`src/cpurf_params.svh`:
```
// constants for the core register file
`ifndef CPURF_PARAMS_SVH
`define CPURF_PARAMS_SVH
`define CPURF_SP_RESET 16'h01ff
`define CPURF_SP_HIGH 8'h01
`define CPURF_FLAGS_ONES 3'h7
`define CPURF_FLAGS_RESET 8'he8
`define CPURF_BIT_HALF 4
`define CPURF_BIT_MASK 3
`define CPURF_BIT_NEG 2
`define CPURF_BIT_ZERO 1
`define CPURF_BIT_CARRY 0
`define CPURF_IRQ_BYTES 3'h5
`define CPURF_CALL_BYTES 3'h2
`endif

```
`src/cpurf_pkg.sv`:
```
// types shared by the core register file modules
`default_nettype none
package cpurf_pkg;
  // register selector used by the datapath
  typedef enum logic [2:0] {
    CPURF_SEL_ACC = 3'h0,
    CPURF_SEL_PTR = 3'h1,
    CPURF_SEL_PCL = 3'h2,
    CPURF_SEL_PCH = 3'h3,
    CPURF_SEL_SPL = 3'h4,
    CPURF_SEL_FLG = 3'h5
  } cpurf_sel_t;
  // stack sequencer states
  typedef enum logic [1:0] {
    CPURF_ST_IDLE = 2'h0,
    CPURF_ST_PUSH = 2'h1,
    CPURF_ST_POP = 2'h3
  } cpurf_state_t;
endpackage
`default_nettype wire

```
`src/cpurf_stk_if.sv`:
```
// link between the register file and its stack pointer unit
`default_nettype none
interface cpurf_stk_if;
  logic push;
  logic pop;
  logic reinit;
  logic load;
  logic [7:0] load_val;
  logic [15:0] ptr;
  modport core (output push, pop, reinit, load, load_val, input ptr);
  modport unit (input push, pop, reinit, load, load_val, output ptr);
endinterface
`default_nettype wire

```
`src/cpurf_core_regs.sv`:
```
// programmer-visible register set of the 8-bit core
`default_nettype none
`include "cpurf_params.svh"
module cpurf_core_regs
  import cpurf_pkg::*;
(
  // clock and reset
  input wire logic i_clock,
  input wire logic i_sys_rst,
  // register write port
  input wire logic i_wr_en,
  input wire cpurf_sel_t i_wr_sel,
  input wire logic i_alt_prefix,
  input wire logic [7:0] i_wr_data,
  // program counter update
  input wire logic i_pc_load,
  input wire logic [15:0] i_pc_value,
  // flag update from alu
  input wire logic i_flags_we,
  input wire logic [4:0] i_flags_value,
  // stack operations
  input wire logic i_push,
  input wire logic i_pop,
  input wire logic [7:0] i_pop_data,
  input wire logic i_irq_entry,
  input wire logic i_irq_return,
  input wire logic i_call,
  input wire logic i_ret,
  input wire logic i_stack_reinit_op,
  // register contents
  output logic [7:0] o_acc,
  output logic [7:0] o_ptr_x,
  output logic [7:0] o_ptr_y,
  output logic [15:0] o_pc,
  output logic [15:0] o_stack_ptr,
  output logic [7:0] o_condition_flags,
  // stack write side
  output logic o_stk_wr,
  output logic [15:0] o_stk_addr,
  output logic [7:0] o_stk_data,
  output logic o_busy
);
  // six visible registers, reached only through ports
  logic [7:0] acc_reg;
  logic [7:0] x_reg;
  logic [7:0] y_reg;
  logic [7:0] counter_low_byte;
  logic [7:0] counter_high_byte;
  logic [4:0] flags_reg;
  cpurf_state_t state_reg;
  logic [2:0] cnt_reg;
  logic [2:0] idx_reg;
  logic wr_reg;
  logic [15:0] addr_reg;
  logic [7:0] data_reg;
  logic seq_push;
  logic seq_pop;
  logic [7:0] frame_byte;
  logic [7:0] condition_flags;

  cpurf_stk_if stk ();

  // stack pointer unit
  cpurf_stack_ptr u_sp (
    .i_clock(i_clock),
    .i_sys_rst(i_sys_rst),
    .stk(stk)
  );

  assign condition_flags = {`CPURF_FLAGS_ONES, flags_reg};
  assign seq_push = (state_reg == CPURF_ST_PUSH);
  assign seq_pop = (state_reg == CPURF_ST_POP);

  // stack pointer control
  assign stk.push = (state_reg == CPURF_ST_IDLE) ? i_push : seq_push;
  assign stk.pop = (state_reg == CPURF_ST_IDLE) ? i_pop : seq_pop;
  assign stk.reinit = i_stack_reinit_op;
  assign stk.load = i_wr_en && (i_wr_sel == CPURF_SEL_SPL);
  assign stk.load_val = i_wr_data;

  // accumulator, no reset
  always_ff @(posedge i_clock) begin
    if (i_wr_en && i_wr_sel == CPURF_SEL_ACC) begin
      acc_reg <= i_wr_data;
    end else if (seq_pop && idx_reg == 3'h3) begin
      acc_reg <= i_pop_data;
    end
  end

  // pointer registers, prefix picks the second
  always_ff @(posedge i_clock) begin
    if (i_wr_en && i_wr_sel == CPURF_SEL_PTR && !i_alt_prefix) begin
      x_reg <= i_wr_data;
    end else if (seq_pop && idx_reg == 3'h2) begin
      x_reg <= i_pop_data;
    end
  end

  // second pointer is never part of a context frame
  always_ff @(posedge i_clock) begin
    if (i_wr_en && i_wr_sel == CPURF_SEL_PTR && i_alt_prefix) begin
      y_reg <= i_wr_data; // and
    end
  end

  // frame byte order on push: pcl, pch, x, a, flags
  always_comb begin
    unique case (idx_reg)
      3'h0: frame_byte = counter_low_byte;
      3'h1: frame_byte = counter_high_byte;
      3'h2: frame_byte = x_reg;
      3'h3: frame_byte = acc_reg;
      default: frame_byte = condition_flags;
    endcase
  end

  // program counter bytes
  always_ff @(posedge i_clock) begin
    if (i_sys_rst) begin
      counter_low_byte <= 8'h00;
      counter_high_byte <= 8'h00;
    end else if (seq_pop && idx_reg == 3'h0) begin
      counter_low_byte <= i_pop_data;
    end else if (seq_pop && idx_reg == 3'h1) begin
      counter_high_byte <= i_pop_data;
    end else if (i_pc_load) begin
      counter_low_byte <= i_pc_value[7:0];
      counter_high_byte <= i_pc_value[15:8];
    end else if (i_wr_en && i_wr_sel == CPURF_SEL_PCL) begin
      counter_low_byte <= i_wr_data;
    end else if (i_wr_en && i_wr_sel == CPURF_SEL_PCH) begin
      counter_high_byte <= i_wr_data;
    end
  end

  // condition flags, mask set on interrupt entry
  always_ff @(posedge i_clock) begin
    if (i_sys_rst) begin
      flags_reg <= 5'(`CPURF_FLAGS_RESET);
    end else if (seq_pop && idx_reg == 3'h4) begin
      flags_reg <= i_pop_data[4:0];
    end else if (i_irq_entry && state_reg == CPURF_ST_IDLE) begin
      flags_reg[`CPURF_BIT_MASK] <= 1'b1;
    end else if (i_wr_en && i_wr_sel == CPURF_SEL_FLG) begin
      flags_reg <= i_wr_data[4:0];
    end else if (i_flags_we) begin
      flags_reg <= i_flags_value;
    end
  end

  // frame sequencer: push counts up from pcl, pop counts down to pcl
  always_ff @(posedge i_clock) begin
    if (i_sys_rst) begin
      state_reg <= CPURF_ST_IDLE;
      cnt_reg <= 3'h0;
      idx_reg <= 3'h0;
    end else begin
      unique case (state_reg)
        CPURF_ST_IDLE: begin
          if (i_irq_entry || i_call) begin
            state_reg <= CPURF_ST_PUSH;
            cnt_reg <= i_irq_entry ? `CPURF_IRQ_BYTES : `CPURF_CALL_BYTES;
            idx_reg <= 3'h0;
          end else if (i_irq_return || i_ret) begin
            state_reg <= CPURF_ST_POP;
            cnt_reg <= i_irq_return ? `CPURF_IRQ_BYTES : `CPURF_CALL_BYTES;
            idx_reg <= i_irq_return ? 3'h4 : 3'h1;
          end
        end
        CPURF_ST_PUSH: begin
          idx_reg <= idx_reg + 3'h1;
          cnt_reg <= cnt_reg - 3'h1;
          if (cnt_reg == 3'h1) begin
            state_reg <= CPURF_ST_IDLE;
          end
        end
        CPURF_ST_POP: begin
          idx_reg <= idx_reg - 3'h1;
          cnt_reg <= cnt_reg - 3'h1;
          if (cnt_reg == 3'h1) begin
            state_reg <= CPURF_ST_IDLE;
          end
        end
        default: begin
          state_reg <= CPURF_ST_IDLE;
        end
      endcase
    end
  end

  // stack write strobe, registered
  always_ff @(posedge i_clock) begin
    if (i_sys_rst) begin
      wr_reg <= 1'b0;
      addr_reg <= 16'h0000;
      data_reg <= 8'h00;
    end else begin
      wr_reg <= seq_push;
      addr_reg <= stk.ptr; // written before the decrement
      data_reg <= frame_byte;
    end
  end

  // outputs
  assign o_acc = acc_reg;
  assign o_ptr_x = x_reg;
  assign o_ptr_y = y_reg;
  assign o_pc = {counter_high_byte, counter_low_byte};
  assign o_stack_ptr = stk.ptr;
  assign o_condition_flags = condition_flags;
  assign o_stk_wr = wr_reg;
  assign o_stk_addr = addr_reg;
  assign o_stk_data = data_reg;
  assign o_busy = (state_reg != CPURF_ST_IDLE);
endmodule
`default_nettype wire

```
`src/cpurf_stack_ptr.sv`:
```
// stack pointer with fixed upper byte and silent wrap
`default_nettype none
`include "cpurf_params.svh"
module cpurf_stack_ptr
  import cpurf_pkg::*;
(
  // clock and reset
  input wire logic i_clock,
  input wire logic i_sys_rst,
  // control from the register file
  cpurf_stk_if.unit stk
);
  logic [7:0] low_reg;

  // low byte: reset/reinit to top, dec after push, inc before pop
  always_ff @(posedge i_clock) begin
    if (i_sys_rst || stk.reinit) begin
      low_reg <= 8'(`CPURF_SP_RESET);
    end else if (stk.load) begin
      low_reg <= stk.load_val;
    end else if (stk.push) begin
      low_reg <= low_reg - 8'h01;
    end else if (stk.pop) begin
      low_reg <= low_reg + 8'h01;
    end
  end

  assign stk.ptr = {`CPURF_SP_HIGH, low_reg};
endmodule
`default_nettype wire

```
`config.mk`:
```
export PLATFORM = sky130hd
export DESIGN_NAME = cpurf_core_regs
export DESIGN_NICKNAME = d
export VERILOG_FILES = /design/src/cpurf_pkg.sv /design/src/cpurf_stk_if.sv /design/src/cpurf_core_regs.sv /design/src/cpurf_stack_ptr.sv
export VERILOG_INCLUDE_DIRS = /design/src
export SDC_FILE = /design/constraint.sdc
export NUM_CORES = 1
export LEC_CHECK = 0
export BUFFER_PORTS_ARGS = -buffer_cell sky130_fd_sc_hd__buf_2
export CAP_MARGIN = 20
export CORE_ASPECT_RATIO = 1.5
export CORE_MARGIN = 3
export CORE_UTILIZATION = 43
export CTS_BUF_LIST = sky130_fd_sc_hd__clkbuf_8 sky130_fd_sc_hd__clkbuf_16
export DETAILED_ROUTE_END_ITERATION = 10
export PLACE_DENSITY = 0.73
export SLEW_MARGIN = 20
export SYNTH_ARGS = -nofsm -noshare
export SYNTH_HDL_FRONTEND = slang
export SYNTH_SLANG_ARGS = --single-unit
```
`constraint.sdc`:
```
create_clock -name i_clock -period 2.8 [get_ports i_clock]
set_input_delay 0.84 -clock i_clock [delete_from_list [all_inputs] [get_ports i_clock]]
set_output_delay 0.84 -clock i_clock [all_outputs]
set_load 0.005 [all_outputs]
```
# Word level (Yosys, flattened, before mapping)
# Cells that the tools add are included.
[word_totals]
ff_bits = 86
word_cells = 114
[classes]
add_sub_neg = 5
eq_ne = 17
muxes = 38
bitwise = 1
n_reduce_logical = 38
[op_table]
columns = ["operator", "n"]
rows = [
  ["$mux 8", 15],
  ["$pmux 8 s4", 1],
  ["$mux 3", 8],
  ["$mux 5", 3],
  ["$reduce_bool 3->1", 5],
  ["$logic_and 1x1->1", 14],
  ["$eq 3x2->1 const B", 4],
  ["$reduce_and 2->1", 5],
  ["$eq 3x1->1 const B", 3],
  ["$eq 3x3->1 const B", 3],
  ["$mux 9", 1],
  ["$pmux 3 s3", 1],
  ["$add 8x1->8 const B", 1],
  ["$reduce_bool 2->1", 4],
  ["$sub 8x1->8 const B", 1],
  ["$logic_not 3->1", 2],
  ["$mux 2", 3],
  ["$pmux 3 s2", 1],
  ["$sub 3x1->3 const B", 2],
  ["$mux 1", 4],
  ["$ne 2x2->1 const B", 2],
  ["$pmux 2 s2", 1],
  ["$reduce_bool 4->1", 1],
  ["$add 3x1->3 const B", 1],
  ["11 further kinds", 13],
]

# Depth between registers and ports, before layout
# Gate-level depths: netlist (run 1).
[depth]
ltp_word = 6
mapped_depth = 9

# By module
# From an unflattened synthesis (run 1), not the netlist that was laid out.
[unflattened]
cells_unflattened = 449
hier_area_um2 = 4599.4
[modules_own_cells]
columns = ["module", "n_inst", "cells_per_inst", "area_each_um2", "seq_area_each_um2"]
rows = [
  ["cpurf_core_regs", 1, 357, 3854.9, 1801.7],
  ["cpurf_stack_ptr", 1, 92, 744.5, 160.2],
]

# Least setup slack after synthesis (run 1)
# No wires, ideal clock.
[synth_path]
path_kind = "input to register"
from = "input port i_push"
to = "register u_sp.low_reg[7]"
setup_time_ns = 0.116
t_arrival_ns = 2.649
required_time_ns = 2.684
path_slack_ns = 0.035
cell_stages = 8
cell_sequence = "nor2_1 -> nor2_1 -> ha_1 -> a21oi_1 -> o221a_2 -> a32oi_1 -> or4_1 -> and3b_1"
[synth_via]
elab_chain_cells = 3
[synth_rtl]
columns = ["item", "line_no", "text"]
rows = [
  ["start, declared", "cpurf_core_regs.sv:22", "input wire logic i_push,"],
  ["$mux 1 (*)", "cpurf_core_regs.sv:75", "assign stk.push = (state_reg == CPURF_ST_IDLE) ? i_push : seq_push;"],
  ["$mux 8", "cpurf_stack_ptr.sv:21", "end else if (stk.push) begin"],
  ["$mux 8", "cpurf_stack_ptr.sv:19", "end else if (stk.load) begin"],
  ["end signal, assigned", "cpurf_stack_ptr.sv:18", "low_reg <= 8'(`CPURF_SP_RESET);"],
  ["end signal, assigned", "cpurf_stack_ptr.sv:20", "low_reg <= stk.load_val;"],
  ["end signal, assigned", "cpurf_stack_ptr.sv:22", "low_reg <= low_reg - 8'h01;"],
  ["end, declared", "cpurf_stack_ptr.sv:13", "logic [7:0] low_reg;"],
]
# Every way passes the cells marked *; elsewhere a longest branch is shown, timed or not.
# A chain may end at the register's enable or synchronous reset.

# Final worst setup path (run 1)
[layout_path]
from = "input port i_push"
to = "register u_sp.low_reg[6]"
# The elaborated chain is that of the path after synthesis.

==> results.md, run 1 <==
- Outcome: finished, final reports clean
- Mapped Cells: 444
- Final net count: 644
- Max-cap violation count: 0
- Die Y-Extent: 128 um
- DRC violations left: 0
- Final WS setup: 0.281 ns
- Postcts setup bufs: 0
- Most common cell in the synthesized netlist: nor2_1
- Die width: 87.4 um
- Int Power: 2.30 mW
- Mapped Area: 4270 um^2
- Psw: 962 uW
- I/O Buffers: 124
- Min Tclk post-route: 2.52 ns
- Worst path cell trace: buf_2 > nor2_1 > nor2_2 > buf_4 > fa_1 > a211oi_1 > o21ai_0 > a2111o_1 > nand2_1 > o21ai_1
- Synth top area cells: dfxtp_1 26%, edfxtp_1 17%, nor2_1 6.1%, a21oi_1 5.4%, mux2_2 4.5%
- CP peak stage delay: 0.41 ns
- First-pass GRT wire length: 19.2 mm
- GP Congestion: 0.913
- Worst path required time: 3.02 ns
- Total GRT Usage: 0.226
- Slew headroom: 0.620
- Cell Rows: 43
- CP max-delay cell: fa_1
- CP Data Arrival Time: 2.73 ns
- Design Area, Final: 5280 um^2
- Final Hold Vio Count: 0
- Mapped Avg Cell Area: 9.62 um^2
- Ports: 143
- Via count: 3,877
- # hold bufs at CTS: 0
- Synth warn: 0
- Die footprint: 11,200 um^2
- Initial drt markers: 251
- Gate power share: 0.218
- Final ANT Viol Nets: 0
- Post-synth top area cell: dfxtp_1
- H-tree levels: 3
- Crit-path leading delay family: compound AO/OA/AOI/OAI gates
- Initial antenna violation count: 0
- Synth cell types: 71
- Hold WC Path Type: reg -> reg
- Slew @ Worst Pin: 0.567 ns
- Area after DPL: 4970 um^2
- Top_reg_cell synth: dfxtp_1
- RSZ-0062 raised after global routing: no
- Final setup skew: 0.00803 ns
- Reg2reg setup slack: 0.48 ns
- Ys async rst share: 0
- Largest register FFs: 9
- Diodes inserted: 0
- CP max FO: 8
- Core footprint: 9470 um^2
- WL per Instance: 18.2 um
- Peak Freq: 397 MHz
- Max Slew Vio Count: 0
- WP buf/inv: 2
- Global route overflow: 0
- Share of layout cells above drive strength 1: 0.343
- Sw Share: 0.295
- Largest net degree at the start of global routing: 30
- Final wirelength: 12.6 mm
- CTS root buffer: clkbuf_16
- DRT Pass-1 Iters: 6
- Clk sink count: 79
- Crit share post-route: 0.900
- Leakage: 2.31 nW
- Top-area cell type share of the netlist area: 0.258
- TritonCTS clock tree: yes
- CTS clk-pin slew, worst paths: 0.06 ns
- Synthesized flop and latch total: 79
- Count of final setup violators: 0
- CP Launch Type: input pin
- Pre-CTS WS: -0.252 ns
- Post-synth top cells: 69 x nor2_1, 55 x dfxtp_1, 46 x a21oi_1
- Post-cts resize count: 0
- Setup_tns: 0 ns
- Initial Util: 0.451
- Clk pwr share: 0.375
- Vias in the first global route: 3,802
- Area Overhead vs Synth: 23.8%
- WHS: 0.521 ns
- Vias per cell: 5.60
- Pwr Density: 618 nW/um^2
- Seq/Total Area, Yosys: 0.427
- Clock Latency Late Sink: 0.35 ns
- Share of power burned in registers: 0.406
- WS Path Type: in -> reg
- EDFF count, synth: 24
- Endpoint class of the critical path: register
- CTS Buffer Depth: 2
- CTS buffer count: 9
- DP HPWL: 9.68 mm
- Max rail drop VDD: 0.447 mV
==> layout by cell type, fill, tap and decap left out, drive strengths merged, types with 10 or more instances in the layout <==
| master | Yosys | layout |
|---|---|---|
| dfxtp | 55 | 55 |
| nand2 | 21 | 21 |
| conb | 2 | 18 |
| a211oi | 13 | 13 |
| inv | 8 | 12 |
| mux2i | 10 | 10 |
| edfxtp | 24 | 24 |
| mux2 | 17 | 17 |
| a21oi | 48 | 48 |
| buf | 34 | 145 |
| nor2 | 70 | 70 |
| nor2b | 16 | 16 |
| ha | 15 | 15 |
| o21ai | 22 | 22 |
==> power by group through the flow <==
stage          clock network (mW)  registers (mW)  logic [mW]
2_1_floorplan                   0            1.34       0.451
3_3_place_gp                    0            1.35       0.693
3_5_place_dp                    0            1.35       0.711
4_1_cts                      1.24            1.32       0.714
5_1_grt                      1.29            1.33       0.797
6_report                     1.23            1.33       0.713
==> cells by family (layout without fill, tap and decap cells) <==
| kind of cell | Yosys count | after routing | share of synthesized area |
|---|---|---|---|
| multiplexers | 27 | 27 | 0.0683 |
| adder cells (fa/ha/maj) | 16 | 16 | 0.0487 |
| other | 2 | 18 | 0.00176 |
| XOR/XNOR | 5 | 5 | 0.0103 |
| flip-flops | 79 | 79 | 0.427 |
| buffers and inverters | 49 | 169 | 0.0721 |
| AND/OR/NAND/NOR | 142 | 142 | 0.172 |
| AO/OA/AOI/OAI | 124 | 124 | 0.200 |
==> metrics by stage <==
step	util	std cells	total power [mW]
6_report	0.558	692	3.26
4_1_cts	0.558	692	3.28
5_1_grt	0.558	692	3.42
3_5_place_dp	0.525	676	2.06
3_3_place_gp	0.525	676	2.04
2_1_floorplan	-	460	1.79
==> cell type report <==
cell class | count | area, um^2
clock buffer | 9 | 225
clock inverter | 7 | 86.3
fill | 851 | 4190
inverter | 8 | 30.0
multi-input combinational | 332 | 2200
sequential | 79 | 1820
tap | 112 | 140
timing repair buffer | 145 | 778
==> routing by layer <==
metal	track usage	wire, um
met1	0.252	4760
met2	0.398	6450
met3	0.0476	901
met4	0.110	463
met5	0	0
==> worst paths after layout <==
kind         depth (start not counted)                           end                         start
max                                 10  u_sp.low_reg[6]$_SDFFE_PP1P_                        i_push
min                                  1      o_stk_addr[7]$_SDFF_PP0_  u_sp.low_reg[7]$_SDFFE_PP1P_
max reg2reg                          8  u_sp.low_reg[7]$_SDFFE_PP1P_     state_reg[0]$_SDFFE_PP0P_
min reg2reg                          1      o_stk_addr[7]$_SDFF_PP0_  u_sp.low_reg[7]$_SDFFE_PP1P_
No activity file was read; power rests on OpenSTA's default activity.
==> run 2, diff against run 1 <==
CORE_MARGIN = 2   (was 3)
==> results.md, run 2 (synthesis gave the netlist of run 1 again) <==
- Total GRT Usage: 0.231
- Crit-path leading delay family: simple AND/OR/NAND/NOR gates
- RR Endpoint: u_sp.low_reg[7]$_SDFFE_PP1P_
- Final Hold Vio Count: 0
- Worst path required time: 3.03 ns
- Final net count: 642
- GP Congestion: 0.940
- Via count: 3,952
- Most frequent cells in the layout: 124 x buf_2, 68 x nor2_1, 55 x dfxtp_1
- Postcts setup bufs: 0
- Worst Hold Launch: counter_high_byte[4]$_SDFFE_PP0P_
- TritonCTS clock tree: yes
- Hold EP: counter_high_byte[4]$_SDFFE_PP0P_
- Max-cap violation count: 0
- Initial antenna violation count: 0
- RSZ-0062 raised after global routing: no
- Crit share post-route: 0.882
- CP Data Arrival Time: 2.70 ns
- CP max-delay cell: or4_1
- Vias in the first global route: 3,771
- WHS: 0.520 ns
- Slew headroom: 0.593
- Final setup skew: 0.00796 ns
- Max Slew Vio Count: 0
- Initial drt markers: 306
- Cell Rows: 44
- WP buf/inv: 1
- H-tree levels: 3
- Hold Path Depth: 2
- Final wirelength: 12.4 mm
- CP Launch Type: input pin
- Die Y-Extent: 126 um
- Outcome: finished, final reports clean
- I/O Buffers: 124
- Ports: 143
- Final ANT Viol Nets: 0
- Peak Freq: 405 MHz
- # hold bufs at CTS: 0
- Max rail drop VDD: 0.371 mV
- Reg2reg setup slack: 0.56 ns
- Share of layout cells above drive strength 1: 0.341
- Worst r2r src: state_reg[0]$_SDFFE_PP0P_
- Worst path cell trace: buf_2 > nor2_1 > nor2_2 > ha_1 > o211ai_2 > or3_1 > a32oi_1 > or4_1 > and3b_1
- Die width: 85.4 um
- Core footprint: 9690 um^2
- CTS Buffer Depth: 2
- WL per Instance: 17.9 um
- CTS buffer count: 9
- DP HPWL: 9.51 mm
- Worst r2r path cells: 8
- Power, Total: 3.20 mW
- Largest net degree at the start of global routing: 27
- Count of final setup violators: 0
- Hold WC Path Type: reg -> reg
- CTS clk-pin slew, worst paths: 0.07 ns
- Leakage: 2.30 nW
- CTS root buffer: clkbuf_16
- Diodes inserted: 0
- CP peak stage delay: 0.40 ns
- Clock Latency Late Sink: 0.34 ns
- Vias per cell: 5.70
- CP max FO: 7
- Pwr Density: 608 nW/um^2
- DRC violations left: 0
- DRT Pass-1 Iters: 6
- Die footprint: 10,800 um^2
- Global route overflow: 0
- WS Path Type: in -> reg
- Clk sink count: 79
- Endpoint class of the critical path: register
- Slew @ Worst Pin: 0.608 ns
- Most common cell after layout, fill and taps aside: buf_2
- Initial Util: 0.441
- Largest register FFs: 9
- Min Tclk post-route: 2.47 ns
- Area Overhead vs Synth: 23.2%
- First-pass GRT wire length: 19.4 mm
-- run 2: per-stage QoR --
step           setup WS, ns  cells  TNS (ns)  area, um^2   util
2_1_floorplan        0.0352    460         0        4330      -
3_3_place_gp        -0.0579    677   -0.0924        4960  0.512
3_5_place_dp         -0.175    677    -0.380        4960  0.512
4_1_cts               0.177    693         0        5260  0.543
5_1_grt               0.162    693         0        5260  0.543
6_report              0.330    693         0        5260  0.543
-- run 2: layout make-up --
| class | instances | area [um^2] |
|---|---|---|
| Sequential cell | 79 | 1820 |
| Clock buffer | 10 | 250 |
| Inverter | 8 | 30.0 |
| Timing Repair Buffer | 143 | 763 |
| Tap cell | 115 | 144 |
| Multi-Input combinational cell | 332 | 2200 |
| Fill cell | 881 | 4430 |
| Clock inverter | 6 | 48.8 |
-- run 2: worst max-delay path by stage --
stage                                         to  cells after the start  slack [ns]  startpoint
global route        u_sp.low_reg[6]$_SDFFE_PP1P_                      9        0.16      i_push
floorplan           u_sp.low_reg[7]$_SDFFE_PP1P_                      8        0.04      i_push
global placement    u_sp.low_reg[6]$_SDFFE_PP1P_                      9       -0.06      i_push
finish              u_sp.low_reg[7]$_SDFFE_PP1P_                      9        0.33      i_push
CTS                 u_sp.low_reg[7]$_SDFFE_PP1P_                      9        0.18      i_push
detailed placement  u_sp.low_reg[7]$_SDFFE_PP1P_                      9       -0.17      i_push
-- run 2: repair_timing --
item | CTS | global route
resized for setup | 0 | 1
endpoints found under the hold margin | 0 | 0
endpoints found under the setup margin | 0 | 1
-- run 2: worst register-to-register path, cell delays in order, from the launching register on --
cell and delay, ns:
dfxtp_1 0.34, nor2_1 0.07, nor2_2 0.28, ha_1 0.38, o211ai_2 0.29, or3_1 0.15, a32oi_1 0.06, or4_1 0.40
and3b_1 0.17
-- run 2: layer usage --
layer  up-vias  share of wire  global-route usage
met5         -              0                   0
met4         0          0.035               0.104
met3        31          0.076              0.0393
met2       201           0.52               0.404
met1      1868           0.37               0.272
li1       1852              -                   -
-- run 2: report_power, final --
| group | internal, mW | switching [mW] |
|---|---|---|
| combinational | 0.319 | 0.385 |
| sequential | 1.26 | 0.0654 |
| clock | 0.666 | 0.498 |
